==> config.mk <==
export PLATFORM = sky130hd
export DESIGN_NAME = adcct_top
export DESIGN_NICKNAME = d
export VERILOG_FILES = /design/src/hdl/adcct_pkg.sv /design/src/hdl/adcct_tick_if.sv /design/src/hdl/adcct_tick.sv /design/src/hdl/adcct_top.sv
export VERILOG_INCLUDE_DIRS = /design/src /design/src/hdl
export SDC_FILE = /design/constraint.sdc
export NUM_CORES = 1
export LEC_CHECK = 0
export CAP_MARGIN = 20
export CORE_MARGIN = 2
export CORE_UTILIZATION = 40
export DETAILED_ROUTE_END_ITERATION = 10
export DONT_BUFFER_PORTS = 1
export GPL_TIMING_DRIVEN = 0
export PLACE_DENSITY_LB_ADDON = 0.1
export SLEW_MARGIN = 30
export SYNTH_ARGS = -nofsm -noshare
export SYNTH_HDL_FRONTEND = slang
export SYNTH_SLANG_ARGS = --single-unit
==> constraint.sdc <==
create_clock -name clk -period 2.65 [get_ports clk]
set_input_delay 0.265 -clock clk [delete_from_list [all_inputs] [get_ports clk]]
set_output_delay 0.265 -clock clk [all_outputs]
set_load 0.05 [all_outputs]
==> src/hdl/adcct_map.svh <==
`ifndef ADCCT_MAP_SVH
`define ADCCT_MAP_SVH

`define ADCCT_OFF_CTRL 8'h00
`define ADCCT_OFF_PINCFG 8'h04
`define ADCCT_OFF_DIR 8'h08
`define ADCCT_OFF_PORT 8'h0C
`define ADCCT_OFF_RESULT 8'h10
`define ADCCT_OFF_IRQ_STAT 8'h14
`define ADCCT_OFF_IRQ_CLR 8'h18
`define ADCCT_OFF_IRQ_EN 8'h1C

`define ADCCT_CTRL_SEL_LSB 0
`define ADCCT_CTRL_CHAN_LSB 2
`define ADCCT_CTRL_GO_BIT 8

`define ADCCT_SEL_DIV2 2'h0
`define ADCCT_SEL_DIV8 2'h1
`define ADCCT_SEL_DIV32 2'h2
`define ADCCT_SEL_RC 2'h3

`define ADCCT_HALF_DIV2 5'h01
`define ADCCT_HALF_DIV8 5'h04
`define ADCCT_HALF_DIV32 5'h10

`define ADCCT_CONV_HALVES 5'h13
`define ADCCT_GAP_HALVES 3'h4

`define ADCCT_RST_DIR 4'hF
`define ADCCT_RST_PINCFG 4'h0
`define ADCCT_RST_SAR 8'h80

`define ADCCT_RESP_OKAY 2'h0
`define ADCCT_RESP_SLVERR 2'h2

`endif

==> src/hdl/adcct_pkg.sv <==
package adcct_pkg;
	typedef enum logic [1:0] {ST_IDLE, ST_CONV, ST_GAP} adcct_state_e;
	typedef logic [1:0] adcct_sel_t;
	typedef logic [7:0] adcct_addr_t;
endpackage

==> src/hdl/adcct_tick_if.sv <==
interface adcct_tick_if;
	logic run;
	logic [1:0] sel;
	logic half_tick;
	modport gen(input run, input sel, output half_tick);
	modport user(output run, output sel, input half_tick);
endinterface

==> src/hdl/adcct_tick.sv <==
`include "adcct_map.svh"
module adcct_tick
	import adcct_pkg::*;
(
	input wire logic clk,
	input wire logic resetn,
	input wire logic rc_osc,
	adcct_tick_if.gen tk
);
	logic rc_s1_ff;
	logic rc_s2_ff;
	logic rc_s3_ff;
	logic [4:0] cnt_ff;
	logic tick_ff;
	logic [4:0] half_div;

	always_comb begin
		unique case (tk.sel)
			`ADCCT_SEL_DIV2: half_div = `ADCCT_HALF_DIV2;
			`ADCCT_SEL_DIV8: half_div = `ADCCT_HALF_DIV8;
			`ADCCT_SEL_DIV32: half_div = `ADCCT_HALF_DIV32;
			`ADCCT_SEL_RC: half_div = `ADCCT_HALF_DIV2;
		endcase
	end

	// RC oscillator is foreign to clk; third stage only for the edge
	always_ff @(posedge clk or negedge resetn) begin
		if (!resetn) begin
			rc_s1_ff <= 1'b0;
			rc_s2_ff <= 1'b0;
			rc_s3_ff <= 1'b0;
		end else begin
			rc_s1_ff <= rc_osc;
			rc_s2_ff <= rc_s1_ff;
			rc_s3_ff <= rc_s2_ff;
		end
	end

	// Each RC edge is half a bit period, so RC must stay below clk/4
	always_ff @(posedge clk or negedge resetn) begin
		if (!resetn) begin
			cnt_ff <= 5'h00;
			tick_ff <= 1'b0;
		end else if (!tk.run) begin
			cnt_ff <= 5'h00;
			tick_ff <= 1'b0;
		end else if (tk.sel == `ADCCT_SEL_RC) begin
			cnt_ff <= 5'h00;
			tick_ff <= rc_s2_ff ^ rc_s3_ff;
		end else if (cnt_ff == half_div - 5'h01) begin
			cnt_ff <= 5'h00;
			tick_ff <= 1'b1;
		end else begin
			cnt_ff <= cnt_ff + 5'h01;
			tick_ff <= 1'b0;
		end
	end

	assign tk.half_tick = tick_ff;
endmodule

==> src/hdl/adcct_top.sv <==
// The register offsets and the AXI4-Lite slave port were left to the implementer.
`include "adcct_map.svh"
module adcct_top
	import adcct_pkg::*;
(
	input wire logic clk,
	input wire logic resetn,
	input wire logic [7:0] s_axi_awaddr,
	input wire logic s_axi_awvalid,
	output logic s_axi_awready,
	input wire logic [31:0] s_axi_wdata,
	input wire logic [3:0] s_axi_wstrb,
	input wire logic s_axi_wvalid,
	output logic s_axi_wready,
	output logic [1:0] s_axi_bresp,
	output logic s_axi_bvalid,
	input wire logic s_axi_bready,
	input wire logic [7:0] s_axi_araddr,
	input wire logic s_axi_arvalid,
	output logic s_axi_arready,
	output logic [31:0] s_axi_rdata,
	output logic [1:0] s_axi_rresp,
	output logic s_axi_rvalid,
	input wire logic s_axi_rready,
	input wire logic rc_osc,
	input wire logic comp_hi,
	input wire logic [3:0] pin_in,
	output logic [3:0] pin_out,
	output logic [3:0] pin_oe,
	output logic [3:0] analog_sel,
	output logic [2:0] mux_channel,
	output logic hold_connect,
	output logic [7:0] dac_code,
	output logic irq,
	output logic wake_req
);
	adcct_tick_if tk();

	logic aw_hold_ff;
	logic w_hold_ff;
	adcct_addr_t awaddr_ff;
	logic [31:0] wdata_ff;
	logic [3:0] wstrb_ff;
	logic bvalid_ff;
	logic [1:0] bresp_ff;
	logic rvalid_ff;
	logic [31:0] rdata_ff;
	logic [1:0] rresp_ff;
	adcct_sel_t sel_ff;
	adcct_sel_t conv_sel_ff;
	logic [2:0] chan_ff;
	logic [3:0] pincfg_ff;
	logic [3:0] dir_ff;
	logic [3:0] latch_ff;
	logic [7:0] result_ff;
	logic done_st_ff;
	logic irq_en_ff;
	logic comp_s1_ff;
	logic comp_s2_ff;
	logic [3:0] pin_s1_ff;
	logic [3:0] pin_s2_ff;
	adcct_state_e state_ff;
	adcct_state_e nxt_state;
	logic [4:0] hcnt_ff;
	logic [2:0] gcnt_ff;
	logic [7:0] sar_ff;
	logic hold_ff;
	logic do_wr;
	logic start_req;
	logic done_set;
	logic done_clr;
	logic conv_last;

	function automatic logic addr_hit(input adcct_addr_t a);
		unique case (a)
			`ADCCT_OFF_CTRL, `ADCCT_OFF_PINCFG, `ADCCT_OFF_DIR, `ADCCT_OFF_PORT,
			`ADCCT_OFF_RESULT, `ADCCT_OFF_IRQ_STAT, `ADCCT_OFF_IRQ_CLR, `ADCCT_OFF_IRQ_EN: addr_hit = 1'b1;
			default: addr_hit = 1'b0;
		endcase
	endfunction

	function automatic logic wr_to(input adcct_addr_t a, input logic go, input adcct_addr_t off);
		wr_to = go && (a == off);
	endfunction

	// Next trial code: settle bit idx from the comparator, try the next lower one
	function automatic logic [7:0] sar_step(input logic [7:0] code, input logic [2:0] idx, input logic keep);
		logic [7:0] c;
		c = code;
		c[idx] = keep;
		if (idx != 3'h0) begin
			c[idx - 3'h1] = 1'b1;
		end
		sar_step = c;
	endfunction

	adcct_tick u_tick (
		.clk(clk),
		.resetn(resetn),
		.rc_osc(rc_osc),
		.tk(tk.gen)
	);

	assign tk.run = (state_ff != ST_IDLE);
	assign tk.sel = conv_sel_ff;

	// AXI4-Lite write: address and data taken independently, response after both
	assign s_axi_awready = !aw_hold_ff;
	assign s_axi_wready = !w_hold_ff;
	assign do_wr = aw_hold_ff && w_hold_ff && !bvalid_ff;

	always_ff @(posedge clk or negedge resetn) begin
		if (!resetn) begin
			aw_hold_ff <= 1'b0;
			w_hold_ff <= 1'b0;
			awaddr_ff <= 8'h00;
			wdata_ff <= 32'h0000_0000;
			wstrb_ff <= 4'h0;
		end else begin
			if (s_axi_awvalid && !aw_hold_ff) begin
				aw_hold_ff <= 1'b1;
				awaddr_ff <= s_axi_awaddr;
			end else if (do_wr) begin
				aw_hold_ff <= 1'b0;
			end
			if (s_axi_wvalid && !w_hold_ff) begin
				w_hold_ff <= 1'b1;
				wdata_ff <= s_axi_wdata;
				wstrb_ff <= s_axi_wstrb;
			end else if (do_wr) begin
				w_hold_ff <= 1'b0;
			end
		end
	end

	always_ff @(posedge clk or negedge resetn) begin
		if (!resetn) begin
			bvalid_ff <= 1'b0;
			bresp_ff <= `ADCCT_RESP_OKAY;
		end else if (do_wr) begin
			bvalid_ff <= 1'b1;
			bresp_ff <= addr_hit(awaddr_ff) ? `ADCCT_RESP_OKAY : `ADCCT_RESP_SLVERR;
		end else if (s_axi_bready) begin
			bvalid_ff <= 1'b0;
		end
	end

	assign s_axi_bvalid = bvalid_ff;
	assign s_axi_bresp = bresp_ff;

	// Control and pin registers
	always_ff @(posedge clk or negedge resetn) begin
		if (!resetn) begin
			sel_ff <= `ADCCT_SEL_DIV2;
			chan_ff <= 3'h0;
			pincfg_ff <= `ADCCT_RST_PINCFG;
			dir_ff <= `ADCCT_RST_DIR;
			latch_ff <= 4'h0;
			irq_en_ff <= 1'b0;
		end else if (wstrb_ff[0]) begin
			if (wr_to(awaddr_ff, do_wr, `ADCCT_OFF_CTRL)) begin
				sel_ff <= wdata_ff[`ADCCT_CTRL_SEL_LSB +: 2];
				chan_ff <= wdata_ff[`ADCCT_CTRL_CHAN_LSB +: 3];
			end
			if (wr_to(awaddr_ff, do_wr, `ADCCT_OFF_PINCFG)) begin
				pincfg_ff <= wdata_ff[3:0];
			end
			if (wr_to(awaddr_ff, do_wr, `ADCCT_OFF_DIR)) begin
				dir_ff <= wdata_ff[3:0];
			end
			if (wr_to(awaddr_ff, do_wr, `ADCCT_OFF_PORT)) begin
				latch_ff <= wdata_ff[3:0];
			end
			if (wr_to(awaddr_ff, do_wr, `ADCCT_OFF_IRQ_EN)) begin
				irq_en_ff <= wdata_ff[0];
			end
		end
	end

	// Neither channel nor direction takes part in the start decision
	assign start_req = wr_to(awaddr_ff, do_wr, `ADCCT_OFF_CTRL) && wstrb_ff[1] && wdata_ff[`ADCCT_CTRL_GO_BIT];
	assign done_clr = wr_to(awaddr_ff, do_wr, `ADCCT_OFF_IRQ_CLR) && wstrb_ff[0] && wdata_ff[0];

	// Pin inputs come from outside the clock domain
	// Sync delay outruns a two-clock bit period, so DIV2 decisions see the previous trial
	always_ff @(posedge clk or negedge resetn) begin
		if (!resetn) begin
			comp_s1_ff <= 1'b0;
			comp_s2_ff <= 1'b0;
			pin_s1_ff <= 4'h0;
			pin_s2_ff <= 4'h0;
		end else begin
			comp_s1_ff <= comp_hi;
			comp_s2_ff <= comp_s1_ff;
			pin_s1_ff <= pin_in;
			pin_s2_ff <= pin_s1_ff;
		end
	end

	assign pin_out = latch_ff;
	assign pin_oe = ~dir_ff;
	assign analog_sel = pincfg_ff & dir_ff;
	assign mux_channel = chan_ff;

	// AXI4-Lite read
	assign s_axi_arready = !rvalid_ff;

	always_ff @(posedge clk or negedge resetn) begin
		if (!resetn) begin
			rvalid_ff <= 1'b0;
			rdata_ff <= 32'h0000_0000;
			rresp_ff <= `ADCCT_RESP_OKAY;
		end else if (s_axi_arvalid && !rvalid_ff) begin
			rvalid_ff <= 1'b1;
			rresp_ff <= addr_hit(s_axi_araddr) ? `ADCCT_RESP_OKAY : `ADCCT_RESP_SLVERR;
			unique case (s_axi_araddr)
				`ADCCT_OFF_CTRL: rdata_ff <= {23'h000000, (state_ff != ST_IDLE), 3'h0, chan_ff, sel_ff};
				`ADCCT_OFF_PINCFG: rdata_ff <= {28'h0000000, pincfg_ff};
				`ADCCT_OFF_DIR: rdata_ff <= {28'h0000000, dir_ff};
				`ADCCT_OFF_PORT: rdata_ff <= {28'h0000000, pin_s2_ff & ~pincfg_ff};
				`ADCCT_OFF_RESULT: rdata_ff <= {24'h000000, result_ff};
				`ADCCT_OFF_IRQ_STAT: rdata_ff <= {31'h00000000, done_st_ff};
				`ADCCT_OFF_IRQ_EN: rdata_ff <= {31'h00000000, irq_en_ff};
				default: rdata_ff <= 32'h0000_0000;
			endcase
		end else if (s_axi_rready) begin
			rvalid_ff <= 1'b0;
		end
	end

	assign s_axi_rvalid = rvalid_ff;
	assign s_axi_rdata = rdata_ff;
	assign s_axi_rresp = rresp_ff;

	// Sequencer: acquire in idle, convert, then a disconnected gap
	assign conv_last = tk.half_tick && (hcnt_ff == `ADCCT_CONV_HALVES - 5'h01);

	always_comb begin
		nxt_state = state_ff;
		unique case (state_ff)
			ST_IDLE: if (start_req) nxt_state = ST_CONV;
			ST_CONV: if (conv_last) nxt_state = ST_GAP;
			ST_GAP: if (tk.half_tick && gcnt_ff == `ADCCT_GAP_HALVES - 3'h1) nxt_state = ST_IDLE;
			default: nxt_state = ST_IDLE;
		endcase
	end

	always_ff @(posedge clk or negedge resetn) begin
		if (!resetn) begin
			state_ff <= ST_IDLE;
			hold_ff <= 1'b1;
		end else begin
			state_ff <= nxt_state;
			hold_ff <= (nxt_state == ST_IDLE);
		end
	end

	assign hold_connect = hold_ff;

	// Source is frozen at start so a select write cannot stretch a conversion
	always_ff @(posedge clk or negedge resetn) begin
		if (!resetn) begin
			conv_sel_ff <= `ADCCT_SEL_DIV2;
		end else if (state_ff == ST_IDLE && start_req) begin
			conv_sel_ff <= sel_ff;
		end
	end

	always_ff @(posedge clk or negedge resetn) begin
		if (!resetn) begin
			hcnt_ff <= 5'h00;
			gcnt_ff <= 3'h0;
		end else if (state_ff == ST_IDLE) begin
			hcnt_ff <= 5'h00;
			gcnt_ff <= 3'h0;
		end else if (tk.half_tick) begin
			if (state_ff == ST_CONV) begin
				hcnt_ff <= hcnt_ff + 5'h01;
			end else begin
				gcnt_ff <= gcnt_ff + 3'h1;
			end
		end
	end

	// One bit is settled at the end of each of the first eight bit periods
	always_ff @(posedge clk or negedge resetn) begin
		if (!resetn) begin
			sar_ff <= `ADCCT_RST_SAR;
		end else if (state_ff == ST_IDLE && start_req) begin
			sar_ff <= `ADCCT_RST_SAR;
		end else if (state_ff == ST_CONV && tk.half_tick && hcnt_ff[0] && hcnt_ff < 5'h10) begin
			sar_ff <= sar_step(sar_ff, 3'h7 - hcnt_ff[3:1], comp_s2_ff);
		end
	end

	assign dac_code = sar_ff;

	always_ff @(posedge clk or negedge resetn) begin
		if (!resetn) begin
			result_ff <= 8'h00;
		end else if (state_ff == ST_CONV && conv_last) begin
			result_ff <= sar_ff;
		end
	end

	// Interrupt: a completion in the clearing cycle survives
	assign done_set = (state_ff == ST_CONV) && conv_last;

	always_ff @(posedge clk or negedge resetn) begin
		if (!resetn) begin
			done_st_ff <= 1'b0;
		end else begin
			done_st_ff <= done_set || (done_st_ff && !done_clr);
		end
	end

	assign irq = done_st_ff && irq_en_ff;
	assign wake_req = irq && (conv_sel_ff == `ADCCT_SEL_RC);

	chk_hold_gap_open: assert property (@(posedge clk) disable iff (!resetn)
		(state_ff != ST_IDLE) |-> !hold_connect)
		else $error("hold capacitor connected outside acquisition");

	chk_done_result: assert property (@(posedge clk) disable iff (!resetn)
		done_set |=> done_st_ff && (result_ff == $past(sar_ff)) && (state_ff == ST_GAP))
		else $error("completion did not present result and flag");

	chk_conv_halves: assert property (@(posedge clk) disable iff (!resetn)
		(state_ff == ST_IDLE && start_req && sel_ff == `ADCCT_SEL_DIV2) |-> ##20 done_set)
		else $error("conversion did not last nineteen half periods");

	chk_gap_halves: assert property (@(posedge clk) disable iff (!resetn)
		(done_set && conv_sel_ff == `ADCCT_SEL_DIV2) |=> !hold_connect [*4] ##1 hold_connect)
		else $error("gap was not two bit periods");

	chk_div8_rate: assert property (@(posedge clk) disable iff (!resetn)
		(state_ff == ST_CONV && conv_sel_ff == `ADCCT_SEL_DIV8 && tk.half_tick && hcnt_ff < 5'h11)
		|=> !tk.half_tick [*3] ##1 tk.half_tick)
		else $error("eight-clock bit period wrong");

	chk_div32_rate: assert property (@(posedge clk) disable iff (!resetn)
		(state_ff == ST_CONV && conv_sel_ff == `ADCCT_SEL_DIV32 && tk.half_tick && hcnt_ff < 5'h11)
		|-> ##1 !tk.half_tick ##15 tk.half_tick)
		else $error("thirty-two-clock bit period wrong");

	chk_busy_ignore: assert property (@(posedge clk) disable iff (!resetn)
		(state_ff == ST_GAP && start_req) |=> state_ff != ST_CONV)
		else $error("start taken during gap");

	chk_start_free: assert property (@(posedge clk) disable iff (!resetn)
		(state_ff == ST_IDLE && start_req) |=> (state_ff == ST_CONV) && (hcnt_ff == 5'h00))
		else $error("start blocked in idle");

	chk_port_mask: assert property (@(posedge clk) disable iff (!resetn)
		(s_axi_arvalid && s_axi_arready && s_axi_araddr == `ADCCT_OFF_PORT)
		|=> (s_axi_rdata[3:0] & $past(pincfg_ff)) == 4'h0)
		else $error("analog pin read as nonzero");

	chk_set_wins: assert property (@(posedge clk) disable iff (!resetn)
		(done_set && done_clr) |=> done_st_ff)
		else $error("completion lost to clear");
endmodule

# After elaboration in Yosys (flattened, before gate mapping)
# Memories as Yosys holds them, arrays and structs flattened.
# Index checks and enable logic that the tools add are counted.
# op_classes
add_sub_neg,6
n_lt_le_gt_ge,5
eq_ne,20
n_mux,39
bitwise,6
n_reduce_logical,57
# ops
operator,count
9-bit case mux with 7 select lines,1
8-bit by 5-bit equality test with 1-bit output (second input constant),5
8-bit by 4-bit equality test with 1-bit output (second input constant),4
5-bit 2-to-1 mux,6
1-bit logical AND,27
8-bit 2-to-1 mux,3
8-bit by 3-bit equality test with 1-bit output (second input constant),2
8-bit logical NOT,2
1-bit 2-to-1 mux,16
2-bit nonzero test,8
5-bit case mux with 3 select lines,1
2-bit AND reduction,7
5-bit by 1-bit adder with 5-bit output (second input constant),2
2-bit 2-to-1 mux,5
3-bit 2-to-1 mux,3
4-bit AND,2
8-bit bitwise mux,1
3-bit by 4-bit less-than comparator with 1-bit output (second input constant),2
4-bit inverter,2
8-bit bitwise OR,1
1-bit demux with 3-bit select,2
2-bit equality test (second input constant),3
3-bit by 1-bit greater-or-equal comparator with 1-bit output (second input constant),2
2-bit logical NOT,3
other kinds (17),23
# word_totals
regBits,126
mem_bits_ro,64
input_bits,65
output_inout_bits,67
word_cells,168
n_memories,2
# memory_table
name,depth,width,rd,rd_clocked_by_memory_dff,write_ports,line,text
(no name shown),32,1,1,0,0,adcct_top.sv:75,unique case (a)
(no name shown),32,1,1,0,0,adcct_top.sv:75,

# Depth between registers and ports, before layout
# Gate-level depths: netlist of the first run.
# logic_depth
depth_word,10
mapped_depth,6

# Hierarchy
# A second synthesis of the first run with hierarchy kept.
# unflattened
cells_unflattened,427
hier_area_um2,4822.1
# modules_own_cells
module,instances,cells_each,area_per_inst_um2,seq_area_each_um2
adcct_top,1,390,4381.7,2234.6
adcct_tick,1,37,440.4,225.2

# Worst setup path after synthesis of the first run
# No wires, ideal clock.
# synth_timing
kind,register to register
start,"register bvalid_ff, in the netlist s_axi_bvalid"
end,register irq_en_ff
setup_ps,127
arrival_ps,1856
required_time_ps,2523
path_slack_ps,667
stages_incl_launch_ff,5
synth_period_minus_slack_ps,1983
cell_sequence,dfrtp_1 > nand3b_1 > or4_1 > nor2_1 > mux2_1
# synth_between
elab_chain_len,4
# synth_rtl
element,line,text
from (decl),adcct_top.sv:44,logic bvalid_ff;
from (signal assigned),adcct_top.sv:138,bvalid_ff <= 1'b0;
from (signal assigned),adcct_top.sv:141,bvalid_ff <= 1'b1;
from (signal assigned),adcct_top.sv:144,bvalid_ff <= 1'b0;
1-bit logical NOT,adcct_top.sv:110,assign do_wr = aw_hold_ff && w_hold_ff && !bvalid_ff;
1-bit logical AND,adcct_top.sv:110,
1-bit logical AND,adcct_top.sv:83,wr_to = go && (a == off);
2-bit AND reduction (no line),--,
to (signal assigned),adcct_top.sv:175,irq_en_ff <= wdata_ff[0];
to (decl),adcct_top.sv:57,logic irq_en_ff;
# Every way passes these cells.
# A chain may end at the register's enable or synchronous reset.

# Worst setup path after layout of the first run
# layout_timing
start,register hcnt_ff[0]
end,register result_ff[7]
# layout_between
elab_chain_len,3
# layout_rtl
element,line,text
from (decl),adcct_top.sv:64,logic [4:0] hcnt_ff;
from (signal assigned),adcct_top.sv:278,hcnt_ff <= hcnt_ff + 5'h01;
5-bit equality test,adcct_top.sv:236,assign conv_last = tk.half_tick && (hcnt_ff == `ADCCT_CONV_HALVES - 5'h01);
1-bit logical AND,adcct_top.sv:236,
1-bit logical AND,adcct_top.sv:301,end else if (state_ff == ST_CONV && conv_last) begin
to (signal assigned),adcct_top.sv:302,result_ff <= sar_ff;
to (decl),adcct_top.sv:55,logic [7:0] result_ff;
# Every way passes these cells.

==> flow_summary.json, run 1 <==
{
  "drt.antenna.violating_nets": 0,
  "hold_slack_ns": 0.0336,
  "start_kind": "flop",
  "worst_ir_drop_vdd_mv": 0.754,
  "layout.cells.most_common": "dfrtp_1",
  "min_path_type": "in -> reg",
  "synth.top_cell.area_share": 0.494,
  "post-route-util": 0.472,
  "timing_max_transition_violations_final": 0,
  "pin_count": 132,
  "clock_sinks": 98,
  "timing.setup.critical_path_class": "reg -> reg",
  "synth.yosys.warnings": 0,
  "count_of_endpoints_failing_hold_in_the_final_timing_report": 0,
  "num_rows": 39,
  "yosys_reg_bits": 98,
  "max_cap_violations": 0,
  "slew_headroom": 0.560,
  "tritoncts.num_buffers": 9,
  "num_vias": 3101,
  "timing.critical_path.slowest_stage_cell": "nand3_1",
  "timing.final.crit_period_ns": 2.20,
  "crit_path_cell_chain": "inv_1 > ha_1 > nor4bb_1 > nand3_1 > mux2_2",
  "cts.htree.levels": 3,
  "timing.final.setup_violations": 0,
  "track_usage": 0.163,
  "synth_area_per_cell_sq_um": 11.3,
  "async_set_reset_flop_share_out_of_synthesis": 1.00,
  "clock_path_buffers": 2,
  "tightest_slew_ns": 0.655,
  "grt_overflow": 0,
  "critical_path_peak_fanout": 10,
  "ys_seq_area_frac": 0.528,
  "initial_core_util": 0.408,
  "max_clock_freq_mhz": 455,
  "clock_latency_on_the_worst_skew_pair_ns": 0.35,
  "final.setup_skew_ns": 0.0101,
  "die_span_x_microns": 112,
  "worstSetupEndpointType": "flop",
  "clock-root-buffer": "clkbuf_16",
  "grt_setup_unrepaired": "no",
  "route.detailed.vias_per_inst": 5.12,
  "layout-drive-gt1-share": 0.212,
  "grt_start_max_net_pins": 99,
  "period_share": 0.829,
  "first_global_vias": 3024,
  "die_area_sq_um": 12500,
  "worstPathArrival_ns": 2.43,
  "die_height_microns": 112,
  "pwr_density_cell_nw_per_um2": 794,
  "synth.top_cells.by_area": "dfrtp_1 49%, mux2_2 10%, buf_4 4.0%",
  "synth_top_cell_by_area": "dfrtp_1",
  "area_growth_syn_to_layout_pct": 15.6,
  "drt_drc_violations_left": 0,
  "drt-initial-drc-count": 175,
  "coreArea_sq_um": 11400,
  "grt_first_pass_wirelength_microns": 15900,
  "synth_enable_flop_cells": 0,
  "cellLeakagePower_nw": 2.56,
  "layout.nets": 532,
  "mostFrequentLayoutCells": "92 x dfrtp_1, 43 x mux2_2, 33 x nand2_1",
  "fill_cells": 1105,
  "cell_area_synth_sq_um": 4660,
  "worst-endpoint-required_ns": 2.88,
  "totalWireLength_microns": 9730,
  "cts.clk_slew.worst_paths_ns": 0.07,
  "antenna_found_initial": 1,
  "setup_tns_ns": 0,
  "route.detailed.wl_per_inst_microns": 16.0,
  "io_buffers": 0,
  "timing.critical_path.slowest_cell_delay_ns": 0.50,
  "synth_ff_type": "dfrtp_1",
  "outcome": "complete, no violations",
  "distinct_cell_type_count_of_the_synthesized_netlist": 52,
  "dp_hpwl_microns": 6850,
  "tritoncts": "done",
  "drt_pre_antenna_iters": 4,
  "finalWeightedCongestion": 0.781,
  "syn-instance-count": 412
}
==> per-layer routing <==
layer  GRT usage  up-vias  share of wire
li1            -     1481              -
met3      0.0631       11          0.073
met5           0        -              0
met2       0.244       92           0.45
met1       0.215     1517           0.46
met4      0.0634        0          0.017
==> cells by family (layout without fill, tap and decap cells) <==
family | Yosys count | count (layout) | share of synthesized area
simple gates | 124 | 124 | 0.147
flops | 98 | 98 | 0.528
buf+inv | 62 | 88 | 0.0708
mux | 56 | 56 | 0.137
compound gates | 53 | 53 | 0.0749
fa+ha+maj | 10 | 10 | 0.0268
xor+xnor | 8 | 8 | 0.0150
other cells | 1 | 26 | 0.000804
==> cell usage after synthesis (9+ instances only) <==
cell type,n
inv_1,19
nand3_1,14
o21ai_0,12
mux2_2,43
clkbuf_1,14
ha_1,10
a22o_1,9
nor2_1,21
a21oi_1,16
mux2i_1,10
dfrtp_1,92
nand2_1,33
buf_4,25
==> state kept, by name, indices dropped and copies added, names as in the netlist, 2 cells and up <==
signal and count:
s_axi_rdata 9, awaddr_ff 8, dac_code 8, result_ff 8
wdata_ff 6, hcnt_ff 5, u_tick.cnt_ff 5, dir_ff 4
pin_out 4, pin_s1_ff 4, pin_s2_ff 4, pincfg_ff 4
gcnt_ff 3, mux_channel 3, conv_sel_ff 2, sel_ff 2
state_ff 2, wstrb_ff 2
==> report_power, final <==
part / internal (mW) / leakage, nW / switching [mW]
sequential: 1.73 / 1.27 / 0.361
combinational: 0.286 / 1.12 / 0.443
clock: 0.866 / 0.165 / 0.592
total: 2.88 / 2.56 / 1.40
==> critical path: cells and delay by family (launching register included) <==
kind / cells / cell delay [ns]
flip-flops: 1 / 0.48
multiplexers: 1 / 0.44
AND/OR/NAND/NOR: 2 / 0.88
buffers and inverters: 1 / 0.13
adder cells (fa/ha/maj): 1 / 0.14
==> layout make-up <==
class / count / area [sq um] / area share
Antenna cell: 1 / 2.50 / 0.000464
Buffer: 43 / 259 / 0.0481
Clock buffer: 10 / 239 / 0.0443
Clock inverter: 6 / 97.6 / 0.0181
Inverter: 19 / 71.3 / 0.0132
Multi-Input combinational cell: 276 / 1960 / 0.364
Sequential cell: 98 / 2460 / 0.456
Tap cell: 143 / 179 / 0.0332
Timing Repair Buffer: 10 / 118 / 0.0218
==> per-stage QoR <==
stage          instance area (sq um)  total power [mW]  setup slack (ns)  instances
2_1_floorplan                   4750              2.66             0.667        436
3_3_place_gp                    4930              2.79             0.455        579
3_5_place_dp                    4930              2.82             0.458        579
4_1_cts                         5390              4.34             0.455        605
5_1_grt                         5390              4.49             0.189        605
6_report                        5390              4.28             0.452        606
==> worst paths after layout <==
kind / slack [ns] / startpoint / cells past startpoint / to
max: 0.45 / hcnt_ff[0] / 5 / result_ff[7]
max in group asynchronous: 1.74 / resetn / 2 / dir_ff[2]
min: 0.03 / s_axi_awvalid / 2 / aw_hold_ff
min in group asynchronous: 0.48 / resetn / 2 / gcnt_ff[2]
min reg2reg: 0.35 / pin_s1_ff[2] / 0 / pin_s2_ff[2]
max reg2reg: 0.45 / hcnt_ff[0] / 5 / result_ff[7]
==> what timing repair did <==
action | in CTS | in global routing
buffers inserted | 0 | 0
hold buffers | 10 | 0
resized for setup | 0 | 0
endpoints found under the hold margin | 106 | 0
Note: power is estimated with default switching activity, not from simulation.
==> inputs of run 2 (changes only) <==
--- a/config.mk
+++ b/config.mk
@@ -6,6 +6,7 @@
 export SDC_FILE = /design/constraint.sdc
 export NUM_CORES = 1
 export LEC_CHECK = 0
+export ABC_AREA = 1
 export CAP_MARGIN = 20
 export CORE_MARGIN = 2
 export CORE_UTILIZATION = 40
==> constraint.sdc (replaced) <==
create_clock -name clk -period 2.2 [get_ports clk]
set_input_delay 0.22 -clock clk [delete_from_list [all_inputs] [get_ports clk]]
set_output_delay 0.22 -clock clk [all_outputs]
set_load 0.05 [all_outputs]
==> run 2 against run 1 <==
Effect of this change:
- highest routed layer unchanged
- routed wire length up 6.9%
- global-route usage up 0.95 points
- sequential share of layout area down 0.89 points
- via count up 14%
- the flow now finishes with violations (negative hold slack)
- critical path type is now reg -> out
- non-clock buffer count down 10
- synthesized area up 2.9%
- register-to-register slack worse by 0.16 ns
- synthesized cell count up 33%
- core utilization down 0.86 points
==> flow_summary.json, run 2 <==
{
  "max_clock_freq_mhz": 524,
  "clock_latency_on_the_worst_skew_pair_ns": 0.35,
  "clock-root-buffer": "clkbuf_16",
  "cts.repair.resized": 0,
  "synth.yosys.warnings": 0,
  "synth-simple-area-share": 0.226,
  "coreArea_sq_um": 11900,
  "route.detailed.wl_per_inst_microns": 13.9,
  "clock_path_buffers": 2,
  "synth_area_per_cell_sq_um": 8.73,
  "tritoncts": "done",
  "distinct_cell_type_count_of_the_synthesized_netlist": 39,
  "slew_headroom": 0.399,
  "totalWireLength_microns": 10400,
  "grt_overflow": 0,
  "synth_ff_type": "dfrtp_1",
  "track_usage": 0.172,
  "final.setup_skew_ns": 0.00395,
  "worst_ir_drop_vdd_mv": 0.515,
  "setup_tns_ns": 0,
  "max_cap_violations": 0,
  "num_rows": 40,
  "drt_pre_antenna_iters": 4,
  "layout-drive-gt1-share": 0.141,
  "critical_path_peak_fanout": 4,
  "finalWeightedCongestion": 0.817,
  "synthMuxAreaShare": 0.0211,
  "grt_setup_unrepaired": "no",
  "n_antenna_cell": 0,
  "drt.antenna.violating_nets": 0,
  "hold_fix_buffer_count_after_cts": 12,
  "worst-endpoint-required_ns": 1.98,
  "outcome": "complete, but fails checks",
  "cpLargestDelayFamily": "simple AND/OR/NAND/NOR gates",
  "io_buffers": 0,
  "timing_max_transition_violations_final": 0,
  "tritoncts.num_buffers": 9,
  "cell_area_synth_sq_um": 4800,
  "synth_commonest_cells": "144 x nand2_1, 92 x dfrtp_1, 66 x inv_1",
  "post-cts-setup-buffers": 0,
  "hold_slack_ns": -0.443,
  "die_span_x_microns": 114,
  "main_combinational_cell_family_by_area_after_synthesis": "simple AND/OR/NAND/NOR gates",
  "cellLeakagePower_nw": 2.77,
  "timing.final.setup_violations": 0,
  "period_share": 0.867,
  "pin_count": 132,
  "tightest_slew_ns": 0.899,
  "yosys_reg_bits": 98,
  "area_growth_syn_to_layout_pct": 14.5,
  "synth_top_cell_by_area": "dfrtp_1",
  "pwr_density_cell_nw_per_um2": 887,
  "first_global_vias": 3483,
  "timing.critical_path.slowest_cell_delay_ns": 0.70,
  "cts.htree.levels": 3,
  "violations_in_the_final_reports": "negative hold slack",
  "grt_first_pass_wirelength_microns": 17300,
  "syn-instance-count": 550,
  "min_path_type": "in -> async",
  "layout.cells.most_common": "nand2_1",
  "largest_register_ff_count": 9,
  "synth_enable_flop_cells": 0,
  "synth-compound-area-share": 0.0933,
  "initial_core_util": 0.405,
  "crit_path_cell_chain": "ha_1 > inv_1 > nor2_1",
  "worst-path-buf-inv": 1,
  "grt_start_max_net_pins": 99,
  "die_area_sq_um": 12900,
  "start_kind": "flop",
  "synthMostInstantiatedCell": "nand2_1",
  "post_synth_xor_area_fraction": 0.0201,
  "num_vias": 3549,
  "mostFrequentLayoutCells": "144 x nand2_1, 92 x dfrtp_1, 66 x inv_1",
  "antenna_found_initial": 0,
  "async_set_reset_flop_share_out_of_synthesis": 1.00,
  "synth-adder-area-share": 0.0261,
  "cts.clk_slew.worst_paths_ns": 0.07,
  "dp_hpwl_microns": 7510,
  "worstSetupEndpointType": "output port",
  "worstPathArrival_ns": 1.69,
  "count_of_endpoints_failing_hold_in_the_final_timing_report": 98,
  "ys_seq_area_frac": 0.513,
  "layout.nets": 672,
  "drt_drc_violations_left": 0,
  "timing.setup.critical_path_class": "reg -> out",
  "timing.critical_path.slowest_stage_cell": "nor2_1",
  "synth.top_cells.by_area": "dfrtp_1 48%, nand2_1 11%, inv_1 5.2%",
  "synth.top_cell.area_share": 0.480,
  "route.detailed.vias_per_inst": 4.74,
  "drt-initial-drc-count": 176,
  "clock_sinks": 98,
  "die_height_microns": 114,
  "timing.final.crit_period_ns": 1.91
}
==> run 2: final cells by class <==
cell class	instances	area [sq um]
Fill cell	1185	6360
Clock buffer	9	225
Clock inverter	7	77.6
Inverter	67	251
Timing Repair Buffer	12	120
Tap cell	147	184
Multi-Input combinational cell	378	1950
Sequential cell	98	2460
Buffer	31	228
==> run 2: metal layers <==
metal / track usage / wire length [microns]
met1: 0.239 / 4930
met2: 0.254 / 4490
met3: 0.0574 / 817
met4: 0.0610 / 159
met5: 0 / 0
==> run 2: final timing paths <==
check,slack [ns],start,endpoint,depth (start not counted)
worst max-delay path,0.29,conv_sel_ff[1],wake_req,3
worst min-delay path,-0.44,resetn,s_axi_rdata[1],0
worst max register to register,0.29,s_axi_rvalid,s_axi_rvalid,4
worst min register to register,0.35,pin_s1_ff[3],pin_s2_ff[3],0
max in group asynchronous,2.39,resetn,dir_ff[2],0
min in group clk,0.02,s_axi_wdata[8],wdata_ff[8],1
==> run 2: cells by family (layout without fill, tap and decap cells) <==
family                     after synthesis  in the layout
AOI/OAI and AO/OA                       79             79
muxes                                    9              9
other                                    1             25
DFF                                     98             98
and+or+nand+nor                        244            244
adders and majority gates               10             10
buffers and inverters                   98            126
xor gates and xnor gates                11             11
==> run 2: power by group <==
group / internal (mW) / total (mW) / switching [mW]
logic: 0.263 / 0.829 / 0.565
registers: 2.07 / 2.43 / 0.365
clock network: 0.890 / 1.61 / 0.725
==> run 2: per-stage QoR <==
step | util | cell area (sq um) | power (mW) | cells | worst slack [ns]
floorplan | - | 4890 | 3.11 | 574 | 0.508
global placement | 0.428 | 5070 | 3.27 | 721 | 0.306
detailed placement | 0.428 | 5070 | 3.29 | 721 | 0.287
CTS | 0.463 | 5500 | 4.94 | 749 | 0.260
global route | 0.463 | 5500 | 5.15 | 749 | 0.140
finish | 0.463 | 5500 | 4.88 | 749 | 0.293
==> inputs of run 3 (changes only) <==
--- a/config.mk
+++ b/config.mk
@@ -6,7 +6,6 @@
 export SDC_FILE = /design/constraint.sdc
 export NUM_CORES = 1
 export LEC_CHECK = 0
-export ABC_AREA = 1
 export CAP_MARGIN = 20
 export CORE_MARGIN = 2
 export CORE_UTILIZATION = 40
==> run 3 against run 2 <==
Effect of this change:
- the run still ends with negative hold slack left
- core utilization grew 1.9 points
- combinational power grew 4.2%
- final area grew 0.30%
- cell count shrank 17%
- clock power grew 9%
- first-iteration DRC count shrank 12%
- clock skew grew 0.0083 ns
- power grew 5.6%
- non-clock buffer count grew 24
- largest cell class unchanged
==> flow_summary.json, run 3 (synthesis gave the netlist of run 1 again) <==
{
  "outcome": "complete, but fails checks",
  "violations_in_the_final_reports": "negative hold slack",
  "route.detailed.wl_per_inst_microns": 15.8,
  "first_global_vias": 3048,
  "clock_latency_on_the_worst_skew_pair_ns": 0.36,
  "max_cap_violations": 0,
  "timing.final.crit_period_ns": 2.02,
  "worst_ir_drop_vdd_mv": 0.914,
  "die_height_microns": 112,
  "routed-wl-met3_microns": 668,
  "period_share": 0.917,
  "grt_start_max_net_pins": 99,
  "drt-initial-drc-count": 155,
  "timing.critical_path.slowest_cell_delay_ns": 0.58,
  "critical_path_peak_fanout": 6,
  "topRoutingLayerUsed": "met4",
  "crit_path_cell_chain": "nand3b_1 > or4_1 > nor2_1 > mux2_1",
  "worstSetupEndpointType": "flop",
  "clock_sinks": 98,
  "track_usage": 0.163,
  "initial_core_util": 0.408,
  "hold_fix_buffer_count_after_cts": 22,
  "layout-drive-gt1-share": 0.214,
  "hold_slack_ns": -0.444,
  "cellLeakagePower_nw": 2.61,
  "worst-endpoint-required_ns": 2.44,
  "layout.cells.most_common": "dfrtp_1",
  "mostFrequentLayoutCells": "91 x dfrtp_1, 43 x mux2_2, 33 x nand2_1",
  "grt_setup_unrepaired": "no",
  "met2WireLength_microns": 4500,
  "wl_met1_microns": 4490,
  "fill_cells": 1082,
  "timing.setup.critical_path_class": "reg -> reg",
  "clock-root-buffer": "clkbuf_16",
  "worstPathArrival_ns": 2.26,
  "area_growth_syn_to_layout_pct": 18.2,
  "die_span_x_microns": 112,
  "min_path_type": "in -> async",
  "clock_path_buffers": 2,
  "io_buffers": 0,
  "coreArea_sq_um": 11400,
  "timing.final.setup_violations": 0,
  "antenna_found_initial": 0,
  "grt_overflow": 0,
  "cts.htree.levels": 3,
  "drt_drc_violations_left": 0,
  "tritoncts": "done",
  "num_rows": 39,
  "dp_hpwl_microns": 6850,
  "tritoncts.num_buffers": 9,
  "route.detailed.vias_per_inst": 5.06,
  "pin_count": 132,
  "tightest_slew_ns": 0.631,
  "num_vias": 3133,
  "slew_headroom": 0.573,
  "setup_tns_ns": 0,
  "totalWireLength_microns": 9810,
  "finalWeightedCongestion": 0.781,
  "start_kind": "flop",
  "die_area_sq_um": 12500,
  "max_clock_freq_mhz": 496,
  "final.setup_skew_ns": 0.0122,
  "grt_first_pass_wirelength_microns": 16000,
  "post-route-util": 0.483,
  "timing.critical_path.slowest_stage_cell": "or4_1",
  "pwr_density_cell_nw_per_um2": 934,
  "cts.clk_slew.worst_paths_ns": 0.07,
  "n_antenna_cell": 0,
  "drt.antenna.violating_nets": 0,
  "layout.nets": 546,
  "multi_input_comb_area_sq_um": 1970,
  "timing_max_transition_violations_final": 0,
  "drt_pre_antenna_iters": 4,
  "ff_latch_area_sq_um": 2460,
  "count_of_endpoints_failing_hold_in_the_final_timing_report": 98,
  "largest_register_ff_count": 9
}
-- run 3: per-layer routing --
metal	global-route usage	up-vias
li1	-	1510
met1	0.215	1524
met2	0.247	89
met3	0.0610	10
met4	0.0634	0
met5	0	-
-- run 3: worst max-delay path: cells and delay by family (launching register included) --
family        cells  cell delay [ns]
simple gates      3             1.05
mux               1             0.33
flops             1             0.52
-- run 3: repair_timing --
item                                   CTS  global route
buffers inserted                         0             2
endpoints found under the hold margin  120            98
gates resized for setup                  0             3
setup endpoints to repair                0            17
-- run 3: metrics by stage --
stage | cell area, sq um | hold slack, ns | instances | total power [mW] | setup slack [ns]
floorplan | 4750 | -0.0756 | 436 | 3.20 | 0.217
global placement | 4930 | -0.0730 | 579 | 3.36 | 0.00525
CTS | 5490 | -0.461 | 617 | 5.20 | 0.00488
finish | 5510 | -0.444 | 619 | 5.15 | 0.182
detailed placement | 4930 | -0.0722 | 579 | 3.39 | 0.00838
global route | 5510 | -0.467 | 619 | 5.39 | 0.0524
-- run 3: path summary, 6_finish.rpt --
kind	from	endpoint	slack, ns	cells after the start
setup reg to reg	s_axi_bvalid	irq_en_ff	0.18	4
hold / removal	resetn	gcnt_ff[1]	-0.44	0
max in group asynchronous	resetn	dir_ff[2]	2.39	0
hold reg to reg	pin_s1_ff[2]	pin_s2_ff[2]	0.35	0
setup / recovery	s_axi_bvalid	irq_en_ff	0.18	4
min in group clk	s_axi_awaddr[4]	awaddr_ff[4]	0.01	1
-- run 3: power breakdown --
part           total [mW]  internal, mW  switching [mW]  leakage, nW
logic               0.864         0.355           0.508         1.17
registers            2.52          2.09           0.438         1.27
clock network        1.76          1.04           0.720        0.165
-- run 3: final cells by class --
type | count | share of cell area
well taps | 143 | 0.0325
clock inverters | 6 | 0.0177
clock buffers | 10 | 0.0433
inverters | 19 | 0.0129
flip-flops and latches | 98 | 0.446
multi-input cells | 276 | 0.357
plain buffers | 43 | 0.0470
repair buffers | 24 | 0.0427
